<file path="config.mk">
export PLATFORM = sky130hd
export DESIGN_NAME = apsc_ctrl
export DESIGN_NICKNAME = d
export VERILOG_FILES = /design/src/core/apsc_pkg.sv /design/src/core/apsc_ctrl.sv
export VERILOG_INCLUDE_DIRS = /design/src /design/src/core
export SDC_FILE = /design/constraint.sdc
export NUM_CORES = 1
export LEC_CHECK = 0
export BUFFER_PORTS_ARGS = -buffer_cell sky130_fd_sc_hd__clkbuf_2
export CORE_MARGIN = 2
export CORE_UTILIZATION = 58
export DETAILED_ROUTE_END_ITERATION = 16
export PLACE_DENSITY = 0.8
export SLEW_MARGIN = 40
export SYNTH_ARGS = -nofsm -noshare
export SYNTH_HDL_FRONTEND = slang
export SYNTH_SLANG_ARGS = --single-unit
</file>
<file path="constraint.sdc">
create_clock -name i_sys_clk -period 3.25 [get_ports i_sys_clk]
set_clock_uncertainty 0.05 [all_clocks]
set_input_delay 0.1625 -clock i_sys_clk [delete_from_list [all_inputs] [get_ports i_sys_clk]]
set_output_delay 0.1625 -clock i_sys_clk [all_outputs]
set_load 0.1 [all_outputs]
</file>
<file path="src/core/apsc_regs.svh">
// Constants for the protection switching controller: offsets, fields, codes and timing.
//
// Contract
// - Remote number, bridged number and architecture come straight from the accepted fields.
// - Accepted 4-bit code maps to remote request type; 0011,0101,0111,1001 are invalid.
// - Architecture mismatch defect after 50 ms of difference; clears at once on match.
// - Invalid command defect after 50 ms of bad code or number; clears when valid.
// - Remote requests for a locally locked-out normal signal are ignored.
// - Global request ranks local and remote by type priority, ignoring received reverse request.
// - Bidirectional, no protection fail, remote higher or tied above none with lower number or global reverse: global is reverse request, remote number.
// - Otherwise global type and number equal the local type and number.
// - Acknowledge timeout after 50 ms of non-compliant far end; clears on compliance or protection fail.
// - In 1+1 normal signal 1 is permanently bridged.
// - In 1:n bridge follows remote number when healthy; else 0 if bidirectional, hold if not.
// - 1+1 unidirectional selects local number; releases when protection fails with channel used.
// - Otherwise select global number only if equal to remote bridged, healthy; else release.
// - Selector mismatch defect after 50 ms of difference; clears on match or protection fail.
// - Any of the four protocol defects releases the selector; the code keeps the local number selected in 1+1 unidirectional.
// - Sent number is global number; sent bridged is 0 if remote number 0, else local bridged.
// - Sent architecture bit is 0 for 1+1 and 1 for 1:n.
// - Global type is encoded to a valid 4-bit sent code, never an invalid one.
// - An unused protection trail shows null number and null bridged; any bridged signal accepted; the code still raises selector mismatch for a non-null bridged.
// - Signal number 0 is the protection trail, 1 to n are working trails.
`ifndef APSC_REGS_SVH
`define APSC_REGS_SVH

`define APSC_ADDR_CONFIG 8'h00
`define APSC_ADDR_LOCAL_REQ 8'h04
`define APSC_ADDR_LOCKOUT 8'h08
`define APSC_ADDR_STATUS 8'h0c

`define APSC_CFG_ARCH_BIT 0
`define APSC_CFG_BIDIR_BIT 1
`define APSC_CFG_CHAN_BIT 2
`define APSC_CFG_NWORK_LSB 4
`define APSC_LREQ_NUM_LSB 4
`define APSC_ST_FAIL_BIT 4
`define APSC_ST_GTYPE_LSB 8
`define APSC_ST_GNUM_LSB 12
`define APSC_ST_SEL_LSB 16
`define APSC_ST_BRG_LSB 20

`define APSC_NWORK_RESET 4'h1
`define APSC_NULL_NUM 4'h0
`define APSC_PERM_BRIDGE 4'h1

`define APSC_PERSIST_MS 50
`define APSC_CLK_NS 10
`define APSC_PERSIST_CYC (`APSC_PERSIST_MS * (1000000 / `APSC_CLK_NS))

`endif

</file>
<file path="src/core/apsc_pkg.sv">
// Types shared by the protection switching controller.
package apsc_pkg;

  // Codes follow request priority, so a plain compare ranks them.
  typedef enum logic [3:0] {
    APSC_NO_REQUEST = 4'h0,
    APSC_DO_NOT_REVERT = 4'h1,
    APSC_REVERSE_REQUEST = 4'h2,
    APSC_TRIAL_SWITCH = 4'h4,
    APSC_WAIT_TO_RESTORE = 4'h6,
    APSC_MANUAL_SWITCH = 4'h8,
    APSC_DEGRADE_LOW_PRIO = 4'ha,
    APSC_DEGRADE_HIGH_PRIO = 4'hb,
    APSC_FAIL_LOW_PRIO = 4'hc,
    APSC_FAIL_HIGH_PRIO = 4'hd,
    APSC_FORCED_SWITCH = 4'he,
    APSC_PROTECTION_BARRED = 4'hf
  } apsc_req_e;

  typedef logic [3:0] apsc_num_t;

endpackage

</file>
<file path="src/core/apsc_ctrl.sv">
// Protection switching control: remote decode, global request, bridge, selector, defects, sent signal.
//
// The placing of the registers and the plain strobed port were decided locally.
`timescale 1ns/1ps
`include "apsc_regs.svh"

module apsc_ctrl
  import apsc_pkg::*;
#(
  parameter int PERSIST_CYC = `APSC_PERSIST_CYC
)
(
  input wire logic i_sys_clk,
  input wire logic i_rst_n,
  input wire logic [7:0] i_addr,
  input wire logic [31:0] i_wdata,
  input wire logic i_wr,
  input wire logic i_rd,
  output logic [31:0] o_rdata,
  input wire logic [3:0] i_accepted_req_code,
  input wire logic [3:0] i_accepted_req_number,
  input wire logic [3:0] i_accepted_bridged_number,
  input wire logic i_accepted_architecture,
  input wire logic i_protection_fail,
  input wire logic i_server_signal_fail_in,
  output logic [3:0] o_sent_req_code,
  output logic [3:0] o_sent_req_number,
  output logic [3:0] o_sent_bridged_number,
  output logic o_sent_architecture,
  output logic [3:0] o_local_bridged_num,
  output logic [3:0] o_selected_signal_num,
  output logic [3:0] o_defects,
  output logic o_protocol_failure_cause
);

  // ****************************************************************
  // Software registers
  // ****************************************************************
  logic local_arch_reg;
  logic bidir_reg;
  logic chan_used_reg;
  apsc_num_t n_work_reg;
  apsc_req_e local_req_type_reg;
  apsc_num_t local_signal_num_reg;
  logic [15:0] lockout_reg;
  apsc_req_e global_req_type_reg;
  apsc_num_t global_signal_num_reg;
  logic [3:0] defect_reg;

  function automatic apsc_req_e apsc_decode(input logic [3:0] code);
    apsc_req_e t;
    unique case (code)
      4'h3, 4'h5, 4'h7, 4'h9: t = APSC_NO_REQUEST;
      default: t = apsc_req_e'(code);
    endcase
    return t;
  endfunction

  always_ff @(posedge i_sys_clk)
  begin
    if (!i_rst_n)
    begin
      local_arch_reg <= 1'b0;
      bidir_reg <= 1'b0;
      chan_used_reg <= 1'b0;
      n_work_reg <= `APSC_NWORK_RESET;
    end
    else if (i_wr && i_addr == `APSC_ADDR_CONFIG)
    begin
      local_arch_reg <= i_wdata[`APSC_CFG_ARCH_BIT];
      bidir_reg <= i_wdata[`APSC_CFG_BIDIR_BIT];
      chan_used_reg <= i_wdata[`APSC_CFG_CHAN_BIT];
      n_work_reg <= i_wdata[`APSC_CFG_NWORK_LSB +: 4];
    end
  end

  // An invalid local code is stored as no request, so no invalid code can ever reach the line.
  always_ff @(posedge i_sys_clk)
  begin
    if (!i_rst_n)
    begin
      local_req_type_reg <= APSC_NO_REQUEST;
      local_signal_num_reg <= `APSC_NULL_NUM;
    end
    else if (i_wr && i_addr == `APSC_ADDR_LOCAL_REQ)
    begin
      local_req_type_reg <= apsc_decode(i_wdata[3:0]);
      local_signal_num_reg <= i_wdata[`APSC_LREQ_NUM_LSB +: 4];
    end
  end

  always_ff @(posedge i_sys_clk)
  begin
    if (!i_rst_n)
      lockout_reg <= 16'h0000;
    else if (i_wr && i_addr == `APSC_ADDR_LOCKOUT)
      lockout_reg <= i_wdata[15:0];
  end

  always_ff @(posedge i_sys_clk)
  begin
    if (!i_rst_n)
      o_rdata <= 32'h0000_0000;
    else if (i_rd)
    begin
      unique case (i_addr)
        `APSC_ADDR_CONFIG: o_rdata <= {24'h00_0000, n_work_reg, 1'b0, chan_used_reg, bidir_reg, local_arch_reg};
        `APSC_ADDR_LOCAL_REQ: o_rdata <= {24'h00_0000, local_signal_num_reg, local_req_type_reg};
        `APSC_ADDR_LOCKOUT: o_rdata <= {16'h0000, lockout_reg};
        `APSC_ADDR_STATUS: o_rdata <= {8'h00, o_local_bridged_num, o_selected_signal_num, global_signal_num_reg,
                                       global_req_type_reg, 3'h0, o_protocol_failure_cause, defect_reg};
        default: o_rdata <= 32'h0000_0000;
      endcase
    end
    else
      o_rdata <= 32'h0000_0000;
  end

  // ****************************************************************
  // Remote request interpretation
  // ****************************************************************
  apsc_num_t remote_req_signal_num;
  apsc_num_t remote_bridged_num;
  logic remote_arch;
  logic code_invalid;
  logic num_invalid;
  apsc_req_e remote_req_type;

  assign remote_req_signal_num = i_accepted_req_number;
  assign remote_bridged_num = i_accepted_bridged_number;
  assign remote_arch = i_accepted_architecture;
  assign code_invalid = (apsc_decode(i_accepted_req_code) == APSC_NO_REQUEST) && (i_accepted_req_code != 4'h0);
  // Number 0 is protection, 1 to n the working trails, so anything above n does not exist.
  assign num_invalid = (remote_req_signal_num > n_work_reg) || (remote_bridged_num > n_work_reg);

  always_comb
  begin
    remote_req_type = apsc_decode(i_accepted_req_code);
    if (remote_req_signal_num != `APSC_NULL_NUM && lockout_reg[remote_req_signal_num])
      remote_req_type = APSC_NO_REQUEST;
  end

  // ****************************************************************
  // Global request
  // ****************************************************************
  apsc_req_e global_req_type_next;
  apsc_num_t global_signal_num_next;
  logic remote_wins;

  always_comb
  begin
    remote_wins = (remote_req_type > local_req_type_reg) ||
                  ((remote_req_type == local_req_type_reg) && (remote_req_type > APSC_NO_REQUEST) &&
                   ((global_req_type_reg == APSC_REVERSE_REQUEST) ||
                    (remote_req_signal_num < local_signal_num_reg)));
    if (bidir_reg && !i_protection_fail && remote_req_type != APSC_REVERSE_REQUEST && remote_wins)
    begin
      global_req_type_next = APSC_REVERSE_REQUEST;
      global_signal_num_next = remote_req_signal_num;
    end
    else
    begin
      global_req_type_next = local_req_type_reg;
      global_signal_num_next = local_signal_num_reg;
    end
  end

  always_ff @(posedge i_sys_clk)
  begin
    if (!i_rst_n)
    begin
      global_req_type_reg <= APSC_NO_REQUEST;
      global_signal_num_reg <= `APSC_NULL_NUM;
    end
    else
    begin
      global_req_type_reg <= global_req_type_next;
      global_signal_num_reg <= global_signal_num_next;
    end
  end

  // ****************************************************************
  // Protocol defects
  // ****************************************************************
  // Index 0 architecture, 1 invalid command, 2 acknowledge timeout, 3 selector mismatch.
  logic [3:0] defect_cond;
  logic ack_ok;

  assign ack_ok = ((remote_req_type == APSC_REVERSE_REQUEST) && (remote_req_signal_num == global_signal_num_reg)) ||
                  (remote_req_type >= local_req_type_reg);
  assign defect_cond[0] = remote_arch != local_arch_reg;
  assign defect_cond[1] = code_invalid || num_invalid;
  assign defect_cond[2] = !ack_ok && !i_protection_fail;
  assign defect_cond[3] = (remote_bridged_num != global_signal_num_reg) && !i_protection_fail;

  // Each defect needs an unbroken run of its condition; any break restarts the count and clears it.
  for (genvar g = 0; g < 4; g++)
  begin : g_persist
    logic [31:0] cnt_reg;
    always_ff @(posedge i_sys_clk)
    begin
      if (!i_rst_n || !defect_cond[g])
        cnt_reg <= 32'h0000_0000;
      else if (cnt_reg < 32'(PERSIST_CYC))
        cnt_reg <= cnt_reg + 32'h0000_0001;
    end
    always_ff @(posedge i_sys_clk)
    begin
      if (!i_rst_n)
        defect_reg[g] <= 1'b0;
      else
        defect_reg[g] <= defect_cond[g] && (cnt_reg >= 32'(PERSIST_CYC) - 32'h0000_0001);
    end
  end

  assign o_defects = defect_reg;

  always_ff @(posedge i_sys_clk)
  begin
    if (!i_rst_n)
      o_protocol_failure_cause <= 1'b0;
    else
      o_protocol_failure_cause <= (|defect_reg) && !i_server_signal_fail_in;
  end

  // ****************************************************************
  // Bridge and selector
  // ****************************************************************
  logic healthy;

  assign healthy = !i_protection_fail && !(|defect_reg);

  always_ff @(posedge i_sys_clk)
  begin
    if (!i_rst_n)
      o_local_bridged_num <= `APSC_NULL_NUM;
    else if (!local_arch_reg)
      o_local_bridged_num <= `APSC_PERM_BRIDGE;
    else if (healthy)
      o_local_bridged_num <= remote_req_signal_num;
    else if (bidir_reg)
      o_local_bridged_num <= `APSC_NULL_NUM;
  end

  always_ff @(posedge i_sys_clk)
  begin
    if (!i_rst_n)
      o_selected_signal_num <= `APSC_NULL_NUM;
    else if (!local_arch_reg && !bidir_reg)
      o_selected_signal_num <= (i_protection_fail && chan_used_reg) ? `APSC_NULL_NUM : local_signal_num_reg;
    else if (global_signal_num_reg == remote_bridged_num && healthy)
      o_selected_signal_num <= global_signal_num_reg;
    else
      o_selected_signal_num <= `APSC_NULL_NUM;
  end

  // ****************************************************************
  // Sent signal
  // ****************************************************************
  // A null remote number forces a null bridged indication, so an idle trail reads null at both ends.
  always_ff @(posedge i_sys_clk)
  begin
    if (!i_rst_n)
    begin
      o_sent_req_code <= APSC_NO_REQUEST;
      o_sent_req_number <= `APSC_NULL_NUM;
      o_sent_bridged_number <= `APSC_NULL_NUM;
      o_sent_architecture <= 1'b0;
    end
    else
    begin
      o_sent_req_code <= global_req_type_reg;
      o_sent_req_number <= global_signal_num_reg;
      o_sent_bridged_number <= (remote_req_signal_num == `APSC_NULL_NUM) ? `APSC_NULL_NUM
                                                                          : o_local_bridged_num;
      o_sent_architecture <= local_arch_reg;
    end
  end

  // ****************************************************************
  // Checks
  // ****************************************************************
  chk_sent_code_valid: assert property (@(posedge i_sys_clk) disable iff (!i_rst_n)
    !(o_sent_req_code inside {4'h3, 4'h5, 4'h7, 4'h9}))
    else $error("invalid request code sent");

  chk_sel_released: assert property (@(posedge i_sys_clk) disable iff (!i_rst_n)
    (|defect_reg) && (local_arch_reg || bidir_reg) |=> o_selected_signal_num == 4'h0)
    else $error("selector held during protocol defect");

  chk_perm_bridge: assert property (@(posedge i_sys_clk) disable iff (!i_rst_n)
    i_rst_n && !local_arch_reg |=> o_local_bridged_num == 4'h1)
    else $error("1+1 bridge not on signal 1");

  chk_fail_cause_set: assert property (@(posedge i_sys_clk) disable iff (!i_rst_n)
    (|defect_reg) && !i_server_signal_fail_in |=> o_protocol_failure_cause)
    else $error("failure cause missing");

  chk_arch_sent: assert property (@(posedge i_sys_clk) disable iff (!i_rst_n)
    ##1 o_sent_architecture == $past(local_arch_reg))
    else $error("sent architecture bit wrong");

  chk_arch_clear: assert property (@(posedge i_sys_clk) disable iff (!i_rst_n)
    defect_reg[0] && remote_arch == local_arch_reg |=> !defect_reg[0])
    else $error("architecture defect not cleared on match");

  chk_defect_rise: assert property (@(posedge i_sys_clk) disable iff (!i_rst_n)
    $rose(defect_reg[3]) |-> $past(g_persist[3].cnt_reg) == 32'(PERSIST_CYC) - 32'h0000_0001)
    else $error("selector mismatch raised early");

  chk_global_local: assert property (@(posedge i_sys_clk) disable iff (!i_rst_n)
    !bidir_reg |=> global_req_type_reg == $past(local_req_type_reg) &&
                   global_signal_num_reg == $past(local_signal_num_reg))
    else $error("global request differs from local");

  chk_null_bridged: assert property (@(posedge i_sys_clk) disable iff (!i_rst_n)
    remote_req_signal_num == 4'h0 |=> o_sent_bridged_number == 4'h0)
    else $error("bridged number not null");

  chk_bridge_follow: assert property (@(posedge i_sys_clk) disable iff (!i_rst_n)
    i_rst_n && local_arch_reg && healthy |=> o_local_bridged_num == $past(remote_req_signal_num))
    else $error("bridge does not follow remote number");

  chk_bridge_drop: assert property (@(posedge i_sys_clk) disable iff (!i_rst_n)
    i_rst_n && local_arch_reg && bidir_reg && !healthy |=> o_local_bridged_num == 4'h0)
    else $error("bridge kept while unhealthy");

  chk_sel_local: assert property (@(posedge i_sys_clk) disable iff (!i_rst_n)
    i_rst_n && !local_arch_reg && !bidir_reg && !(i_protection_fail && chan_used_reg) |=>
      o_selected_signal_num == $past(local_signal_num_reg))
    else $error("selector not on local number");

  chk_sent_number: assert property (@(posedge i_sys_clk) disable iff (!i_rst_n)
    i_rst_n |=> o_sent_req_number == $past(global_signal_num_reg))
    else $error("sent number differs from global number");

  chk_timeout_clear: assert property (@(posedge i_sys_clk) disable iff (!i_rst_n)
    i_protection_fail |=> !defect_reg[2])
    else $error("timeout defect kept during protection fail");

  chk_mismatch_clear: assert property (@(posedge i_sys_clk) disable iff (!i_rst_n)
    i_protection_fail |=> !defect_reg[3])
    else $error("selector mismatch kept during protection fail");

  chk_invalid_clear: assert property (@(posedge i_sys_clk) disable iff (!i_rst_n)
    !code_invalid && !num_invalid |=> !defect_reg[1])
    else $error("invalid command defect kept");

  chk_lockout_ignored: assert property (@(posedge i_sys_clk) disable iff (!i_rst_n)
    i_rst_n && local_req_type_reg == APSC_NO_REQUEST && remote_req_signal_num != 4'h0 &&
      lockout_reg[remote_req_signal_num] |=> global_req_type_reg == APSC_NO_REQUEST)
    else $error("locked out remote request accepted");

  chk_fail_cause_ssf: assert property (@(posedge i_sys_clk) disable iff (!i_rst_n)
    i_server_signal_fail_in |=> !o_protocol_failure_cause)
    else $error("failure cause during server signal fail");

endmodule

</file>
==> reports/summary.log <==
qor: min_path.whs_path_depth 3
qor: setup_path.cp_cell_sequence dlygate4sd3_1 > clkbuf_2 > mux4_2 > a21oi_1 > o21ai_1 > nand2_4 > o21ai_0 > nor2_1 > ha_1 > nand3_1 > a21oi_1 > a211oi_2 > nand4b_1 > buf_4 > a21oi_1
qor: setup_path.critPathCaptureType register
qor: floorplanning.floorplan.die.width 131.1 um
qor: placement.pre_cts_slack 113.7 ps
qor: yosys.adder_and_majority_gate_portion_of_the_synthesized_area 2.537%
qor: floorplanning.floorplan.die_area 17190 um^2
qor: min_path.min_from i_accepted_req_number[1]
qor: clock_tree.clk_latency 500 ps
qor: clock_tree.clock_path_buffers 3
qor: power.p_total 0.005572 W
qor: floorplanning.core_region_area 15830 um^2
qor: finish.layout.cells.most_common sky130_fd_sc_hd__dfxtp_1
qor: finish.finalInstanceArea 10970 um^2
qor: clock_tree.clock_tree.root_cell sky130_fd_sc_hd__clkbuf_16
qor: yosys.synth-seq-area-share 46.37%
qor: clock_tree.htree_levels 1
qor: power.netSwitchingPower 0.001201 W
qor: sta.timing_max_transition_violations_final 0
qor: finish.layout.core_utilization 69.31%
qor: sta.timing.final.setup_violations 0
qor: yosys.synth_area_per_cell 9.249 um^2
qor: drt.routed-via-count 7312
qor: sta.period_needed 3088 ps
qor: drt.route.detailed.vias_per_inst 5.388
qor: clock_tree.cts_buffers 22
qor: power.vdd_drop_max 440.0 uV
qor: clock_tree.tritoncts yes
qor: global_routing.via_count_of_the_first_global_routing_pass 6808
qor: yosys.synth.area.mux_share 6.384%
qor: global_routing.gr-usage-all-layers 23.12%
qor: yosys.mappedNetlistArea 9369 um^2
qor: placement.buffer_ports.inserted 92
qor: power.switching_share 21.56%
qor: finish.largest_reg_flops 128
qor: global_routing.globalRouteMet2Util 38.74%
qor: power.clockPowerShare 47.1%
qor: setup_path.startpoint i_accepted_req_number[0]
qor: power.combPwrFrac 4.9%
qor: placement.detailed_place_hpwl 13410 um
qor: setup_path.regToRegSetupSlack 270 ps
qor: setup_path.worst_ep_arrival_time 3470 ps
qor: sta.timing.fmax 323.8 MHz
qor: clock_tree.cts_sinks 217
qor: yosys.largest_family_of_logic_cells_by_synthesized_area simple AND/OR/NAND/NOR gates
qor: drt.avgRoutedWirePerCell 14.54 um
qor: yosys.synth_top_area_cell sky130_fd_sc_hd__dfxtp_1
qor: yosys.ys_warnings 0
qor: setup_path.worst-endpoint-required 3630 ps
qor: yosys.synth-seq-cells 217
qor: yosys.post_synth_and_or_nand_nor_area_fraction 25.65%
qor: run_status.status completed
qor: drt.drt_wl_total 19720 um
qor: drt.drc 0
qor: floorplanning.initial_utilization 59.19%
qor: global_routing.gr_met3_demand_resource 3.612%
qor: min_path.hold_end global_signal_num_reg[1]$_SDFF_PN0_
qor: yosys.synth_xor_xnor_area_share 8.694%
qor: yosys.synth-compound-area-share 6.571%
qor: yosys.fraction_of_post_synthesis_cell_area_in_the_top_cell_type_by_area 46.37%
qor: sta.min_period_over_period 95.02%
qor: drt.antenna_left 0
qor: floorplanning.top_level_pins 117
qor: global_routing.grt_max_degree 34
qor: finish.num-nets-final 1202
qor: drt.drt_iter0_markers 437
qor: yosys.leading_cell_types_by_total_area_after_synthesis sky130_fd_sc_hd__dfxtp_1 (46%), sky130_fd_sc_hd__xor2_1 (7.0%), sky130_fd_sc_hd__nor2_1 (5.9%), sky130_fd_sc_hd__mux2i_1 (4.7%), sky130_fd_sc_hd__nand3_1 (2.8%)
qor: yosys.synth_top_flop_cell sky130_fd_sc_hd__dfxtp_1
qor: setup_path.worst_r2r_endpoint o_defects[2]$_SDFF_PN0_
qor: setup_path.ff2ff_path_depth 13
qor: setup_path.reg2reg_from lockout_reg[13]$_SDFFE_PN0P_
qor: min_path.hold_path_class in -> reg
qor: finish.layout-area-overhead-vs-synth 17.09%
qor: yosys.synth_cell_types 62
qor: setup_path.critical_path_class in -> reg
qor: sta.pin_slew_with_the_least_headroom_to_its_limit 709.9 ps
qor: clock_tree.cts.reportedPaths.clkPinSlew 60 ps
qor: global_routing.global_route.usage.met1 30.61%
qor: drt.drt_pass1_iterations 7
qor: placement.post_dp_cell_area 10010 um^2
qor: setup_path.crit_path_frequent_cell sky130_fd_sc_hd__a21oi_1
qor: placement.numPlacedInstances 1298
qor: setup_path.worstPathMaxFanout 33
qor: setup_path.crit_path_max_incr_delay 540 ps
qor: finish.layout_cell_share_with_drive_strength_beyond_1 14.30%
qor: flow_run.number_of_violations_of_the_max_capacitance_limit 0
qor: yosys.edff_count_synth 0
qor: finish.most-common-layout-cells sky130_fd_sc_hd__dfxtp_1 (217), sky130_fd_sc_hd__nor2_1 (148), sky130_fd_sc_hd__clkbuf_2 (92), sky130_fd_sc_hd__xor2_1 (75), sky130_fd_sc_hd__nand2_1 (66)
qor: finish.multi_input_comb_area 4707 um^2
qor: finish.nFillCells 1259
qor: global_routing.antenna_violations_before_repair 0
qor: power.total_leakage_power 4.459 nW
qor: sta.max_slew_headroom_at_the_worst_pin 52.59%
qor: global_routing.global_route.peak_usage_layer met2
qor: power.p_per_area 507.9 nW/um^2
qor: yosys.synth_cells 1013
qor: setup_path.crit_start_category primary input
qor: sta.final_critical_path_setup_slack 161.9 ps
qor: global_routing.grt_first_pass_wirelength 32460 um
qor: power.seq_power_share 48.0%
qor: floorplanning.std_cell_rows 46
qor: placement.gp_routability_congestion 0.9055
qor: power.internal_power 0.004371 W
qor: finish.seqCellArea 4344 um^2
qor: global_routing.grt_overflow 0
qor: yosys.synth-async-reset-ratio 0%
qor: floorplanning.die_height 131.1 um
qor: setup_path.critPathSlowestCell sky130_fd_sc_hd__mux4_2
qor: finish.finalNonFillerCells 1357
qor: sta.hold_viol_final 0
repair_timing:
| item | CTS | global route |
|---|---|---|
| endpoints found under the hold margin | 33 | 0 |
| setup buffers | 0 | 0 |
| gates resized for setup | 0 | 1 |
| hold buffers | 18 | 0 |
| endpoints found under the setup margin | 0 | 34 |
routing by layer:
| metal | wire length, um | up-vias | share of wire, % |
|---|---|---|---|
| met3 | 985 | 40 | 5.0 |
| met2 | 9152 | 171 | 46 |
| met5 | 0 | - | 0 |
| li1 | - | 3678 | - |
| met4 | 593 | 0 | 3.0 |
| met1 | 8992 | 3423 | 46 |
cell usage after synthesis (2+ instances only):
cell type,n
sky130_fd_sc_hd__a2111oi_4,2
sky130_fd_sc_hd__a211o_1,5
sky130_fd_sc_hd__a211oi_1,5
sky130_fd_sc_hd__a211oi_2,3
sky130_fd_sc_hd__a21boi_0,9
sky130_fd_sc_hd__a21o_1,4
sky130_fd_sc_hd__a21oi_1,27
sky130_fd_sc_hd__a22oi_1,4
sky130_fd_sc_hd__a41oi_1,2
sky130_fd_sc_hd__and2_1,29
sky130_fd_sc_hd__and3_1,35
sky130_fd_sc_hd__and3b_1,3
sky130_fd_sc_hd__and4_1,6
sky130_fd_sc_hd__buf_4,8
sky130_fd_sc_hd__buf_6,2
sky130_fd_sc_hd__clkbuf_1,30
sky130_fd_sc_hd__dfxtp_1,217
sky130_fd_sc_hd__ha_1,19
sky130_fd_sc_hd__inv_1,38
sky130_fd_sc_hd__mux2_2,2
sky130_fd_sc_hd__mux2i_1,44
sky130_fd_sc_hd__mux4_2,6
sky130_fd_sc_hd__nand2_1,67
sky130_fd_sc_hd__nand2b_1,3
sky130_fd_sc_hd__nand3_1,53
sky130_fd_sc_hd__nand4_1,33
sky130_fd_sc_hd__nand4b_1,2
sky130_fd_sc_hd__nor2_1,148
sky130_fd_sc_hd__nor2b_1,34
sky130_fd_sc_hd__nor3_1,9
sky130_fd_sc_hd__nor3b_1,8
sky130_fd_sc_hd__nor4_1,13
sky130_fd_sc_hd__nor4bb_1,2
sky130_fd_sc_hd__o211ai_1,2
sky130_fd_sc_hd__o21a_1,5
sky130_fd_sc_hd__o21ai_0,11
sky130_fd_sc_hd__or3_1,5
sky130_fd_sc_hd__or4_1,3
sky130_fd_sc_hd__xnor2_1,18
sky130_fd_sc_hd__xor2_1,75
worst max-delay path: cells and delay by family:
| family | cells | cell delay (ps) |
|---|---|---|
| simple gates | 4 | 550 |
| mux | 1 | 540 |
| buf+inv | 3 | 990 |
| compound gates | 6 | 960 |
| fa+ha+maj | 1 | 250 |
how the worst max path moves through the flow:
| stage | depth (start not counted) | endpoint |
|---|---|---|
| floorplan | 13 | g_persist[2].cnt_reg[10]$_SDFFE_PP0N_ |
| global placement | 13 | o_defects[2]$_SDFF_PN0_ |
| detailed placement | 13 | g_persist[2].cnt_reg[21]$_SDFFE_PP0N_ |
| CTS | 14 | g_persist[2].cnt_reg[1]$_SDFFE_PP0N_ |
| global route | 15 | o_defects[2]$_SDFF_PN0_ |
| finish | 15 | o_defects[2]$_SDFF_PN0_ |
kinds of logic (layout without fill, tap and decap cells):
| kind of cell | count (synthesis) | after routing |
|---|---|---|
| and+or+nand+nor | 465 | 465 |
| muxes | 52 | 52 |
| other | 1 | 9 |
| adders and majority gates | 19 | 19 |
| AOI/OAI and AO/OA | 85 | 85 |
| DFF | 217 | 217 |
| buffers and inverters | 81 | 201 |
| xor gates and xnor gates | 93 | 93 |
power groups by stage:
stage               combinational, W  sequential (W)  clock, W
floorplan                   0.000176         0.00274         0
global placement            0.000244         0.00274         0
detailed placement          0.000247         0.00274         0
CTS                         0.000268         0.00268   0.00267
global route                0.000294         0.00268   0.00279
finish                      0.000272         0.00268   0.00262
stage by stage:
step                      hold WS, ps  TNS (ps)
final                           21.73         0
after global routing            40.16    -20.10
after CTS                       5.587         0
after detailed placement        278.0         0
after global placement          276.1         0
after floorplan                 188.6         0
final cells by class:
type	count	area share (%)
Timing Repair Buffer	123	6.729
Clock inverter	8	1.152
Sequential cell	217	39.60
Multi-Input combinational cell	722	42.91
Antenna cell	1	0.02281
Clock buffer	32	5.828
Inverter	38	1.300
Tap cell	216	2.464
Power figures use the tool's default switching activity.
